$ cat src/rtl/lom_pkg.sv
// Constants, register map and carrier types of the link OAM event monitor.
package lom_pkg;

  // ----------------------------------------------------------------
  // Timing
  // ----------------------------------------------------------------
  localparam int         TICK_MS   = 100;
  localparam int         CLK_KHZ   = 125000;
  localparam int         TICK_CYC  = TICK_MS * CLK_KHZ;
  localparam logic [3:0] SEC_LAST  = 4'h9;

  // ----------------------------------------------------------------
  // Reset values and limits
  // ----------------------------------------------------------------
  localparam logic [15:0] FE_WIN_RST = 16'h000A;
  localparam logic [15:0] FE_WIN_MIN = 16'h000A;
  localparam logic [15:0] FE_WIN_MAX = 16'h0258;
  localparam logic [31:0] FE_THR_RST = 32'h0000_0001;
  localparam logic [31:0] FP_WIN_RST = 32'h0001_0000;
  localparam logic [31:0] FP_THR_RST = 32'h0000_0001;
  localparam logic [63:0] SP_WIN_RST = 64'h0000_0000_05F5_E100;
  localparam logic [63:0] SP_THR_RST = 64'h0000_0000_0000_0001;
  localparam logic [15:0] ES_WIN_RST = 16'h0258;
  localparam logic [15:0] ES_WIN_MIN = 16'h0001;
  localparam logic [15:0] ES_THR_RST = 16'h0001;
  localparam int          CTRL_CLR   = 0;

  // ----------------------------------------------------------------
  // Register byte offsets
  // ----------------------------------------------------------------
  localparam logic [7:0] A_CTRL   = 8'h00;
  localparam logic [7:0] A_SEQ    = 8'h04;
  localparam logic [7:0] A_FE_WIN = 8'h08;
  localparam logic [7:0] A_FE_THR = 8'h0C;
  localparam logic [7:0] A_FE_CNT = 8'h10;
  localparam logic [7:0] A_FE_TL  = 8'h14;
  localparam logic [7:0] A_FE_TH  = 8'h18;
  localparam logic [7:0] A_FE_EV  = 8'h1C;
  localparam logic [7:0] A_FE_TS  = 8'h20;
  localparam logic [7:0] A_FP_WIN = 8'h24;
  localparam logic [7:0] A_FP_THR = 8'h28;
  localparam logic [7:0] A_FP_CNT = 8'h2C;
  localparam logic [7:0] A_FP_TL  = 8'h30;
  localparam logic [7:0] A_FP_TH  = 8'h34;
  localparam logic [7:0] A_FP_EV  = 8'h38;
  localparam logic [7:0] A_FP_TS  = 8'h3C;
  localparam logic [7:0] A_SP_WL  = 8'h40;
  localparam logic [7:0] A_SP_WH  = 8'h44;
  localparam logic [7:0] A_SP_RL  = 8'h48;
  localparam logic [7:0] A_SP_RH  = 8'h4C;
  localparam logic [7:0] A_SP_CL  = 8'h50;
  localparam logic [7:0] A_SP_CH  = 8'h54;
  localparam logic [7:0] A_SP_TL  = 8'h58;
  localparam logic [7:0] A_SP_TH  = 8'h5C;
  localparam logic [7:0] A_SP_EV  = 8'h60;
  localparam logic [7:0] A_SP_TS  = 8'h64;
  localparam logic [7:0] A_ES_WIN = 8'h68;
  localparam logic [7:0] A_ES_THR = 8'h6C;
  localparam logic [7:0] A_ES_CNT = 8'h70;
  localparam logic [7:0] A_ES_TOT = 8'h74;
  localparam logic [7:0] A_ES_EV  = 8'h78;
  localparam logic [7:0] A_ES_TS  = 8'h7C;

  // ----------------------------------------------------------------
  // Carrier types
  // ----------------------------------------------------------------
  typedef struct packed {
    logic frame_rx;
    logic frame_err;
    logic sym_rx;
    logic sym_err;
  } lom_err_s;

  typedef struct packed {
    logic seconds;
    logic symbol;
    logic period;
    logic frame;
  } lom_evt_s;

endpackage : lom_pkg

$ cat src/rtl/lom_monitor.sv
// Link OAM event monitor with windows, thresholds, totals and APB access.
`timescale 1ns/1ns
// What this block does
// - Count remote link events in a 16-bit sequence value.
// - Stamp each event type with a 16-bit time in 100 ms units.
// - Frame window is 16 bits of 100 ms, default 1 s, 1 s to 60 s.
// - Frame event when window errors reach the 32-bit threshold, default one.
// - Count errored frames of the current frame window in 32 bits.
// - Keep a 64-bit total of errored frames since the last clear.
// - Count frame events in 32 bits since the last clear.
// - Period window is a 32-bit count of received frames.
// - Period event when period errors reach the 32-bit threshold.
// - Keep 32-bit period error count and 64-bit period error total.
// - Count period events in 32 bits since the last clear.
// - Symbol window is a 64-bit count of received symbols.
// - Symbol event when window symbol errors reach the 64-bit threshold.
// - Keep 64-bit symbol error count and 64-bit symbol error total.
// - Count symbol events in 32 bits since the last clear.
// - Seconds window and its timestamp are 16 bits of 100 ms.
// - Seconds event when 16-bit errored seconds reach 16-bit threshold.
// - Keep a 32-bit total of errored seconds since the last clear.
// - Count seconds events in 32 bits since the last clear.
module lom_monitor
  import lom_pkg::*;
#(
  parameter int TICK_CYCLES = TICK_CYC
)
(
  input  wire logic        pclk,
  input  wire logic        presetn,
  input  wire logic        psel,
  input  wire logic        penable,
  input  wire logic        pwrite,
  input  wire logic [7:0]  paddr,
  input  wire logic [31:0] pwdata,
  output logic      [31:0] prdata,
  output logic             pready,
  output logic             pslverr,
  input  wire lom_err_s    err_in,
  input  wire logic        oam_reset,
  input  wire logic        remote_event,
  output lom_evt_s         evt
);

  if (TICK_CYCLES < 1) $error("TICK_CYCLES must be at least one");

  // ----------------------------------------------------------------
  // Declarations
  // ----------------------------------------------------------------
  logic [31:0] tick_age;
  logic [15:0] ts_now, seq_reg;
  logic [15:0] fe_win, fe_age, fe_ts, fp_ts, sp_ts, es_ts;
  logic [31:0] fe_thr, fe_cnt, fe_ev, fp_ev, sp_ev, es_ev;
  logic [63:0] fe_tot, fp_tot, sp_tot;
  logic [31:0] fp_win, fp_thr, fp_age, fp_cnt, es_tot;
  logic [63:0] sp_win, sp_thr, sp_age, sp_cnt;
  logic [15:0] es_win, es_thr, es_age, es_cnt;
  logic [3:0]  sec_age;
  logic        sec_bad;
  logic        tick, clr, acc, wr, rd_ok;
  logic        fe_exp, fp_exp, sp_exp, es_exp, sec_end;
  logic        fe_hit, fp_hit, sp_hit, es_hit;
  logic [31:0] fe_close, fp_close;
  logic [63:0] sp_close;
  logic [15:0] es_close, fe_wv;
  logic [31:0] rd_word;

  // ----------------------------------------------------------------
  // Window control
  // ----------------------------------------------------------------
  // Errors landing in the expiry cycle are folded into the closing value.
  always_comb
  begin
    tick     = (tick_age == 32'(TICK_CYCLES - 1));
    acc      = psel & penable & pready;
    wr       = acc & pwrite & ~pslverr;
    clr      = oam_reset | (wr & (paddr == A_CTRL) & pwdata[CTRL_CLR]);
    fe_exp   = tick & ((fe_age + 16'h0001) >= fe_win);
    fp_exp   = err_in.frame_rx & ((fp_age + 32'h0000_0001) >= fp_win);
    sp_exp   = err_in.sym_rx & ((sp_age + 64'h1) >= sp_win);
    sec_end  = tick & (sec_age == SEC_LAST);
    es_exp   = tick & ((es_age + 16'h0001) >= es_win);
    fe_close = fe_cnt + {31'h0, err_in.frame_err};
    fp_close = fp_cnt + {31'h0, err_in.frame_err};
    sp_close = sp_cnt + {63'h0, err_in.sym_err};
    es_close = es_cnt + {15'h0, sec_end & (sec_bad | err_in.frame_err)};
    fe_hit   = fe_close >= fe_thr;
    fp_hit   = fp_close >= fp_thr;
    sp_hit   = sp_close >= sp_thr;
    es_hit   = es_close >= es_thr;
    // Clamp keeps a software write inside the legal frame window range.
    if (pwdata[15:0] < FE_WIN_MIN)
      fe_wv = FE_WIN_MIN;
    else if (pwdata[15:0] > FE_WIN_MAX)
      fe_wv = FE_WIN_MAX;
    else
      fe_wv = pwdata[15:0];
  end

  // ----------------------------------------------------------------
  // Time base
  // ----------------------------------------------------------------
  // A 100 ms tick drives the timestamp and the time based windows.
  always_ff @(posedge pclk or negedge presetn)
  begin
    if (!presetn)
    begin
      tick_age <= 32'h0000_0000;
      ts_now   <= 16'h0000;
    end
    else if (tick)
    begin
      tick_age <= 32'h0000_0000;
      ts_now   <= ts_now + 16'h0001;
    end
    else
      tick_age <= tick_age + 32'h0000_0001;
  end

  // Remote sequence value wraps, as a two-octet field does on the wire.
  always_ff @(posedge pclk or negedge presetn)
  begin
    if (!presetn)
      seq_reg <= 16'h0000;
    else if (clr)
      seq_reg <= 16'h0000;
    else if (remote_event)
      seq_reg <= seq_reg + 16'h0001;
  end

  // ----------------------------------------------------------------
  // Configuration registers
  // ----------------------------------------------------------------
  always_ff @(posedge pclk or negedge presetn)
  begin
    if (!presetn)
    begin
      fe_win <= FE_WIN_RST;
      fe_thr <= FE_THR_RST;
      fp_win <= FP_WIN_RST;
      fp_thr <= FP_THR_RST;
      sp_win <= SP_WIN_RST;
      sp_thr <= SP_THR_RST;
      es_win <= ES_WIN_RST;
      es_thr <= ES_THR_RST;
    end
    else if (wr)
    begin
      unique case (paddr)
        A_FE_WIN: fe_win <= fe_wv;
        A_FE_THR: fe_thr <= pwdata;
        A_FP_WIN: fp_win <= pwdata;
        A_FP_THR: fp_thr <= pwdata;
        A_SP_WL:  sp_win[31:0] <= pwdata;
        A_SP_WH:  sp_win[63:32] <= pwdata;
        A_SP_RL:  sp_thr[31:0] <= pwdata;
        A_SP_RH:  sp_thr[63:32] <= pwdata;
        A_ES_WIN: es_win <= (pwdata[15:0] < ES_WIN_MIN) ? ES_WIN_MIN
                                                         : pwdata[15:0];
        A_ES_THR: es_thr <= pwdata[15:0];
        default:  fe_thr <= fe_thr;
      endcase
    end
  end

  // ----------------------------------------------------------------
  // Errored frame window
  // ----------------------------------------------------------------
  always_ff @(posedge pclk or negedge presetn)
  begin
    if (!presetn)
    begin
      fe_age <= 16'h0000;
      fe_cnt <= 32'h0000_0000;
      fe_tot <= 64'h0;
      fe_ev  <= 32'h0000_0000;
      fe_ts  <= 16'h0000;
    end
    else if (clr)
    begin
      fe_age <= 16'h0000;
      fe_cnt <= 32'h0000_0000;
      fe_tot <= 64'h0;
      fe_ev  <= 32'h0000_0000;
    end
    else if (fe_exp)
    begin
      fe_age <= 16'h0000;
      fe_cnt <= 32'h0000_0000;
      fe_tot <= fe_tot + {32'h0, fe_close};
      if (fe_hit)
      begin
        fe_ev <= fe_ev + 32'h0000_0001;
        fe_ts <= ts_now;
      end
    end
    else
    begin
      fe_age <= fe_age + {15'h0, tick};
      fe_cnt <= fe_close;
    end
  end

  // ----------------------------------------------------------------
  // Errored frame period window
  // ----------------------------------------------------------------
  // The period is measured in received frames, so it stalls with no traffic.
  always_ff @(posedge pclk or negedge presetn)
  begin
    if (!presetn)
    begin
      fp_age <= 32'h0000_0000;
      fp_cnt <= 32'h0000_0000;
      fp_tot <= 64'h0;
      fp_ev  <= 32'h0000_0000;
      fp_ts  <= 16'h0000;
    end
    else if (clr)
    begin
      fp_age <= 32'h0000_0000;
      fp_cnt <= 32'h0000_0000;
      fp_tot <= 64'h0;
      fp_ev  <= 32'h0000_0000;
    end
    else if (fp_exp)
    begin
      fp_age <= 32'h0000_0000;
      fp_cnt <= 32'h0000_0000;
      fp_tot <= fp_tot + {32'h0, fp_close};
      if (fp_hit)
      begin
        fp_ev <= fp_ev + 32'h0000_0001;
        fp_ts <= ts_now;
      end
    end
    else
    begin
      fp_age <= fp_age + {31'h0, err_in.frame_rx};
      fp_cnt <= fp_close;
    end
  end

  // ----------------------------------------------------------------
  // Errored symbol window
  // ----------------------------------------------------------------
  always_ff @(posedge pclk or negedge presetn)
  begin
    if (!presetn)
    begin
      sp_age <= 64'h0;
      sp_cnt <= 64'h0;
      sp_tot <= 64'h0;
      sp_ev  <= 32'h0000_0000;
      sp_ts  <= 16'h0000;
    end
    else if (clr)
    begin
      sp_age <= 64'h0;
      sp_cnt <= 64'h0;
      sp_tot <= 64'h0;
      sp_ev  <= 32'h0000_0000;
    end
    else if (sp_exp)
    begin
      sp_age <= 64'h0;
      sp_cnt <= 64'h0;
      sp_tot <= sp_tot + sp_close;
      if (sp_hit)
      begin
        sp_ev <= sp_ev + 32'h0000_0001;
        sp_ts <= ts_now;
      end
    end
    else
    begin
      sp_age <= sp_age + {63'h0, err_in.sym_rx};
      sp_cnt <= sp_close;
    end
  end

  // ----------------------------------------------------------------
  // Errored frame seconds window
  // ----------------------------------------------------------------
  // A second is errored when any errored frame arrived during it.
  always_ff @(posedge pclk or negedge presetn)
  begin
    if (!presetn)
    begin
      sec_age <= 4'h0;
      sec_bad <= 1'b0;
    end
    else if (clr || sec_end)
    begin
      sec_age <= 4'h0;
      sec_bad <= 1'b0;
    end
    else
    begin
      sec_age <= sec_age + {3'h0, tick};
      sec_bad <= sec_bad | err_in.frame_err;
    end
  end

  always_ff @(posedge pclk or negedge presetn)
  begin
    if (!presetn)
    begin
      es_age <= 16'h0000;
      es_cnt <= 16'h0000;
      es_tot <= 32'h0000_0000;
      es_ev  <= 32'h0000_0000;
      es_ts  <= 16'h0000;
    end
    else if (clr)
    begin
      es_age <= 16'h0000;
      es_cnt <= 16'h0000;
      es_tot <= 32'h0000_0000;
      es_ev  <= 32'h0000_0000;
    end
    else if (es_exp)
    begin
      es_age <= 16'h0000;
      es_cnt <= 16'h0000;
      es_tot <= es_tot + {16'h0, es_close};
      if (es_hit)
      begin
        es_ev <= es_ev + 32'h0000_0001;
        es_ts <= ts_now;
      end
    end
    else
    begin
      es_age <= es_age + {15'h0, tick};
      es_cnt <= es_close;
    end
  end

  // Event strobes last one cycle; a clear in the same cycle suppresses them.
  always_ff @(posedge pclk or negedge presetn)
  begin
    if (!presetn)
      evt <= '0;
    else
    begin
      evt.frame   <= ~clr & fe_exp & fe_hit;
      evt.period  <= ~clr & fp_exp & fp_hit;
      evt.symbol  <= ~clr & sp_exp & sp_hit;
      evt.seconds <= ~clr & es_exp & es_hit;
    end
  end

  // ----------------------------------------------------------------
  // APB slave
  // ----------------------------------------------------------------
  // Read data is latched in setup, so the answer costs no wait state.
  always_comb
  begin
    rd_ok = 1'b1;
    unique case (paddr)
      A_CTRL:   rd_word = 32'h0000_0000;
      A_SEQ:    rd_word = {16'h0, seq_reg};
      A_FE_WIN: rd_word = {16'h0, fe_win};
      A_FE_THR: rd_word = fe_thr;
      A_FE_CNT: rd_word = fe_cnt;
      A_FE_TL:  rd_word = fe_tot[31:0];
      A_FE_TH:  rd_word = fe_tot[63:32];
      A_FE_EV:  rd_word = fe_ev;
      A_FE_TS:  rd_word = {16'h0, fe_ts};
      A_FP_WIN: rd_word = fp_win;
      A_FP_THR: rd_word = fp_thr;
      A_FP_CNT: rd_word = fp_cnt;
      A_FP_TL:  rd_word = fp_tot[31:0];
      A_FP_TH:  rd_word = fp_tot[63:32];
      A_FP_EV:  rd_word = fp_ev;
      A_FP_TS:  rd_word = {16'h0, fp_ts};
      A_SP_WL:  rd_word = sp_win[31:0];
      A_SP_WH:  rd_word = sp_win[63:32];
      A_SP_RL:  rd_word = sp_thr[31:0];
      A_SP_RH:  rd_word = sp_thr[63:32];
      A_SP_CL:  rd_word = sp_cnt[31:0];
      A_SP_CH:  rd_word = sp_cnt[63:32];
      A_SP_TL:  rd_word = sp_tot[31:0];
      A_SP_TH:  rd_word = sp_tot[63:32];
      A_SP_EV:  rd_word = sp_ev;
      A_SP_TS:  rd_word = {16'h0, sp_ts};
      A_ES_WIN: rd_word = {16'h0, es_win};
      A_ES_THR: rd_word = {16'h0, es_thr};
      A_ES_CNT: rd_word = {16'h0, es_cnt};
      A_ES_TOT: rd_word = es_tot;
      A_ES_EV:  rd_word = es_ev;
      A_ES_TS:  rd_word = {16'h0, es_ts};
      default:
      begin
        rd_word = 32'h0000_0000;
        rd_ok   = 1'b0;
      end
    endcase
  end

  always_ff @(posedge pclk or negedge presetn)
  begin
    if (!presetn)
    begin
      pready  <= 1'b0;
      pslverr <= 1'b0;
      prdata  <= 32'h0000_0000;
    end
    else
    begin
      pready  <= psel & ~penable;
      pslverr <= psel & ~penable & ~rd_ok;
      if (psel && !penable)
        prdata <= rd_word;
    end
  end
endmodule : lom_monitor

$ cat config.mk
export PLATFORM = sky130hd
export DESIGN_NAME = lom_monitor
export DESIGN_NICKNAME = d
export VERILOG_FILES = /design/src/rtl/lom_pkg.sv /design/src/rtl/lom_monitor.sv
export SDC_FILE = /design/constraint.sdc
export NUM_CORES = 2
export LEC_CHECK = 0
export ABC_AREA = 1
export ABC_CLOCK_PERIOD_IN_PS = 4700
export BUFFER_PORTS_ARGS = -buffer_cell sky130_fd_sc_hd__buf_2
export CELL_PAD_IN_SITES_DETAIL_PLACEMENT = 1
export CELL_PAD_IN_SITES_GLOBAL_PLACEMENT = 2
export CORE_UTILIZATION = 34
export CTS_CLUSTER_SIZE = 28
export DETAILED_ROUTE_END_ITERATION = 12
export PLACE_DENSITY_LB_ADDON = 0.1
export SYNTH_ARGS = -nofsm -noshare
export SYNTH_HDL_FRONTEND = slang
export SYNTH_SLANG_ARGS = --single-unit
$ cat constraint.sdc
create_clock -name pclk -period 4.7 [get_ports pclk]
set_clock_uncertainty 0.15 [all_clocks]
set_input_delay 0.47 -clock pclk [delete_from_list [all_inputs] [get_ports pclk]]
set_output_delay 0.47 -clock pclk [all_outputs]
set_load 0.005 [all_outputs]
# Word level (Yosys, flattened, before mapping)
# Index checks and enable logic that the tools add are counted.
classes:
  n_mux: 46
  mul: 0
  div: 0
  reduce_logical: 32
  order_cmp: 11
  n_eq_ne: 33
  addsub: 24
  n_bitwise: 28
  n_shift: 0
op_table:
  columns: ["cell", "count"]
  rows:
  - ["32-bit one-hot mux with 31 select lines", 1]
  - ["32-bit two-way mux", 21]
  - ["64-bit two-way mux", 10]
  - ["32-bit by 1-bit adder with 32-bit output, second input constant", 6]
  - ["16-bit two-way mux", 11]
  - ["64-bit by 1-bit adder with 64-bit output", 2]
  - ["64-bit by 32-bit adder with 64-bit output", 2]
  - ["8-bit by 7-bit == test with 1-bit output, second input constant", 16]
  - ["64-bit greater-or-equal comparator", 2]
  - ["32-bit by 1-bit adder with 32-bit output", 3]
  - ["32-bit greater-or-equal comparator", 3]
  - ["16-bit by 1-bit adder with 16-bit output, second input constant", 4]
  - ["64-bit by 1-bit adder with 64-bit output, second input constant", 1]
  - ["64-bit adder", 1]
  - ["8-bit by 6-bit == test with 1-bit output, second input constant", 8]
  - ["16-bit by 1-bit adder with 16-bit output", 3]
  - ["16-bit greater-or-equal comparator", 3]
  - ["32-bit by 16-bit adder with 32-bit output", 1]
  - ["32-bit by 24-bit == test with 1-bit output, second input constant", 1]
  - ["8-bit by 5-bit == test with 1-bit output, second input constant", 4]
  - ["32-bit OR reduction", 1]
  - ["2-bit AND reduction", 14]
  - ["1-bit bitwise AND", 22]
  - ["2-bit nonzero test", 9]
  - ["16 further kinds", 25]
totals:
  latch_bits: 0
  input_bits: 51
  mem_count: 0
  regBits: 1067
  elab_cells: 216
  mem_bits_ro: 0
  mem_bits_rw: 0

# Longest topological paths before layout
logic_depth:
  word_depth: 10
  depth_mapped: 30
  ltp_nobuf: 30

# Worst setup path before layout
# OpenSTA, ideal clock, no wires.
synth_timing:
  path_type: "reg-to-reg"
  from: "register tick_age[0]"
  to: "register es_ev[10]"
  period_less_slack_ps: 4468
  stages_incl_launch_ff: 27
  slack_ps: 232
  t_arrival_ps: 4188
  required_ps: 4420
  setup_time_ps: 130
  path_cell_list: "dfrtp_1 > ha_1 > nand2_1 > nor2_1 > nand3_1 > nor2_1 > nand4_1 > a21oi_1 > ha_1 > nand3_1 > nor2_1 > nand3_1 > nor3_1 > nand3_1 > nor3_1 > nand3_1 > xor2_1 > inv_1 > ha_1 > nand4_1 > nor2_1 > nand3_1 > nand3_1 > nand3_1 > nand2_2 > clkbuf_1 > o21ai_0"
synth_via:
  elab_chain_len: 7
  elab_cells_between_ends: 9
synth_lines:
  columns: ["element", "line", "rtl"]
  rows:
  - ["start: declaration", "lom_monitor.sv:50", "logic [31:0] tick_age;"]
  - ["start signal: assignment", "lom_monitor.sv:117", "tick_age <= tick_age + 32'h0000_0001;"]
  - ["32-bit by 24-bit == test with 1-bit output *", "lom_monitor.sv:74", "tick = (tick_age == 32'(TICK_CYCLES - 1));"]
  - ["1-bit bitwise AND", "lom_monitor.sv:81", "sec_end = tick & (sec_age == SEC_LAST);"]
  - ["1-bit bitwise AND", "lom_monitor.sv:86", "es_close = es_cnt + {15'h0, sec_end & (sec_bad | err_in.frame_err)};"]
  - ["16-bit by 1-bit adder with 16-bit output", "lom_monitor.sv:86", null]
  - ["16-bit greater-or-equal comparator", "lom_monitor.sv:90", "es_hit = es_close >= es_thr;"]
  - ["2-bit nonzero test (no source line)", null, null]
  - ["2-bit AND reduction (no source line) *", null, null]
  - ["end signal: assignment", "lom_monitor.sv:328", "es_ev <= es_ev + 32'h0000_0001;"]
  - ["end: declaration", "lom_monitor.sv:53", "logic [31:0] fe_thr, fe_cnt, fe_ev, fp_ev, sp_ev, es_ev;"]
# Mark *: on every way between the ends. The rest lies on a longest branch, timed or not.
# A chain may end at the register's enable or synchronous reset.

# Worst setup path in the final report
layout_timing:
  from: "register tick_age[27]"
  to: "register es_ts[7]"
layout_via:
  elab_chain_len: 6
  elab_cells_between_ends: 7
layout_lines:
  columns: ["element", "line", "rtl"]
  rows:
  - ["32-bit by 24-bit == test with 1-bit output *", "lom_monitor.sv:74", null]
  - ["1-bit bitwise AND", "lom_monitor.sv:81", null]
  - ["1-bit bitwise AND", "lom_monitor.sv:86", null]
  - ["16-bit by 1-bit adder with 16-bit output", "lom_monitor.sv:86", null]
  - ["16-bit greater-or-equal comparator", "lom_monitor.sv:90", null]
  - ["3-bit AND reduction (no source line) *", null, null]
  - ["end signal: assignment", "lom_monitor.sv:329", "es_ts <= ts_now;"]
  - ["end: declaration", "lom_monitor.sv:52", "logic [15:0] fe_win, fe_age, fe_ts, fp_ts, sp_ts, es_ts;"]
# Marked as above.

==> results.json <==
{
  "status": "complete, but fails checks",
  "violations": "negative setup slack",
  "clk_path_buf_depth": 3,
  "required_ns": 5.28,
  "globalRouteOverflowTotal": 0,
  "finalSetupViolCount": 18,
  "viasPerCell": 5.37,
  "start_util_pct": 34.2,
  "fin_crit_sh_pct": 102,
  "avgSynthCellArea_sq_um": 6.81,
  "critPathTopFamily": "simple AND/OR/NAND/NOR gates",
  "numCtsBuffers": 145,
  "ys_async_sr_fraction_pct": 100,
  "grt_max_degree": 116,
  "drive_gt1_share_pct": 12.1,
  "first_pass_iters": 5,
  "cp_max_fo": 7,
  "mappedNetlistNets": 11896,
  "post-dp-hpwl_mm": 331,
  "path_clk_slew_ns": 0.06,
  "synthTopCellsByArea": "dfrtp_1 (34%), nand2_1 (14%), inv_1 (8.2%)",
  "startpoint_type": "register",
  "slowest_stage": "dfrtp_1",
  "io_buffers": 88,
  "synth_top_area_share_pct": 33.7,
  "slew_violations": 0,
  "clock_sinks": 1067,
  "antenna_found_initial": 25,
  "root_buffer": "clkbuf_16",
  "hp-class": "primary input to register",
  "synth_edf_count": 0,
  "powerDensity_mw_per_mm2": 236,
  "row_count": 175,
  "insertion_delay_ns": 0.86,
  "synthMostInstantiatedCell": "nand2_1",
  "place_area_sq_mm": 0.0875,
  "vdd_drop_max_v": 0.000374,
  "hold_viol": 0,
  "slew_headroom_pct": 12.8,
  "cp_data_arrival_time_ns": 5.38,
  "ys.flop_type": "dfrtp_1",
  "ff2ff_setup_slack_ns": -0.10,
  "dpl_worst_slack_ns": -0.518,
  "track_usage_pct": 34.8,
  "grt_pass1_wl_mm": 584,
  "critPathKind": "register to register",
  "synthesis.area_sq_mm": 0.0776,
  "nNetsFinal": 12716,
  "dieArea_sq_mm": 0.230,
  "fin_area_sq_mm": 0.0941,
  "io_pins": 89,
  "globalplace.congestion": 0.987,
  "postRouteAntennaNets": 0,
  "path_buf_inv": 4,
  "cts_tree": "done",
  "yosys.area.top_type": "dfrtp_1",
  "synth_top_cells_by_count": "nand2_1 (2932), inv_1 (1699), nor2_1 (1408), dfrtp_1 (1044), o21ai_0 (712)",
  "end_kind": "register",
  "yosysWarningCount": 0,
  "drt_iter0_markers": 6561,
  "coreArea_sq_mm": 0.227,
  "num_vias": 82447,
  "leakage_nw": 44.8,
  "tightest_slew_ns": 1.29,
  "ys_seq_elements": 1067,
  "cts_max_level": 4,
  "synthCells": 11397,
  "postRouteWirelength_mm": 408,
  "area_delta_synth_final_pct": 21.2,
  "rsz0062_at_grt": "yes",
  "die_w_microns": 480,
  "max_stage_delay_ns": 0.39,
  "layout_setup_ws_ns": -0.104,
  "ys_seq_area_share_pct": 34.4,
  "drc": 0,
  "die_height_microns": 480,
  "first_global_vias": 84240,
  "wl_per_cell_microns": 26.5,
  "period_needed_ns": 4.80,
  "synthDistinctLibCells": 57,
  "max_freq_mhz": 208,
  "maxCapViolCount": 0
}
cell families (layout without fill, tap and decap cells):
kind of cell | count (synthesis) | count (layout) | share of synthesized area (%)
AO/OA/AOI/OAI | 1548 | 1548 | 10.8
XOR/XNOR | 569 | 569 | 6.42
adder cells (fa/ha/maj) | 448 | 448 | 7.26
buffers and inverters | 2019 | 2952 | 10.0
flip-flops | 1067 | 1067 | 34.4
other | 0 | 11 | 0
AND/OR/NAND/NOR | 5746 | 5748 | 31.0
report_power, final:
group	internal, mW	leakage (nW)	switching, mW
combinational	0.356	27.9	1.04
clock	6.64	2.34	4.89
sequential	9.22	14.6	0.0313
total	16.2	44.8	5.97
worst reg2reg max path, delay by kind of cell (launching register included):
family | cells | cell delay [ns]
XOR/XNOR | 1 | 0.27
buffers and inverters | 4 | 0.57
flip-flops | 1 | 0.39
AND/OR/NAND/NOR | 18 | 2.47
AO/OA/AOI/OAI | 2 | 0.25
adder cells (fa/ha/maj) | 3 | 0.58
metrics by stage:
step / TNS (ns) / util, % / std cells / power [mW] / hold slack (ns)
after detailed placement: -50.14 / 38.5 / 15024 / 10.7 / 0.314
after global routing: -14.90 / 41.4 / 15343 / 22.8 / 0.0158
final: -1.17 / 41.4 / 15352 / 22.2 / 0.0429
after global placement: -35.66 / 38.5 / 15024 / 10.7 / 0.308
after floorplan: 0 / - / 11397 / 9.87 / 0.0244
after CTS: 0 / 40.9 / 15318 / 22.3 / 0.000341
layout make-up:
| type | count | area [sq um] |
|---|---|---|
| Clock buffer | 217 | 4180 |
| Inverter | 1715 | 6460 |
| Tap cell | 3009 | 3760 |
| Antenna cell | 11 | 27.5 |
| Timing Repair Buffer | 975 | 8080 |
| Clock inverter | 45 | 614 |
| Sequential cell | 1067 | 26700 |
| Fill cell | 28747 | 133000 |
| Multi-Input combinational cell | 8313 | 44200 |
metal layers:
layer / wire length [microns] / GRT usage (%) / up-vias
met5: 53 / 0 / -
met4: 24000 / 18.1 / 8
met2: 186000 / 56.2 / 2237
met3: 20000 / 4.17 / 659
li1: - / - / 38327
met1: 177000 / 45.6 / 41216
worst paths after layout:
kind	endpoint	depth (start not counted)	start
worst max register to register	es_ts[7]	28	tick_age[27]
worst min register to register	fp_ts[11]	2	fp_ts[11]
worst min-delay path	pready	3	penable
min in group asynchronous	sp_cnt[4]	2	presetn
max in group asynchronous	fp_age[19]	3	presetn
worst max-delay path	es_ts[7]	28	tick_age[27]
cells in the final DEF (no fill, tap or decap), types with 90 or more instances in the layout:
cell	count
a21oi_1	396
buf_4	789
clkbuf_16	154
dfrtp_1	1040
ha_1	429
inv_1	1685
nand2_1	2882
nand3_1	594
nand4_1	271
nor2_1	1357
nor3_1	296
nor4_1	90
o21ai_0	650
o22ai_1	299
xnor2_1	143
xor2_1	419
what timing repair did:
item | 4_1_cts | 5_1_grt
hold buffers | 20 | 0
gates resized for setup | 39 | 301
endpoints found under the hold margin | 77 | 0
setup buffers | 10 | 14
pin swaps | 19 | 55
setup endpoints to repair | 165 | 408
cloned | 2 | 10
Note: power is estimated with default switching activity, not from simulation.
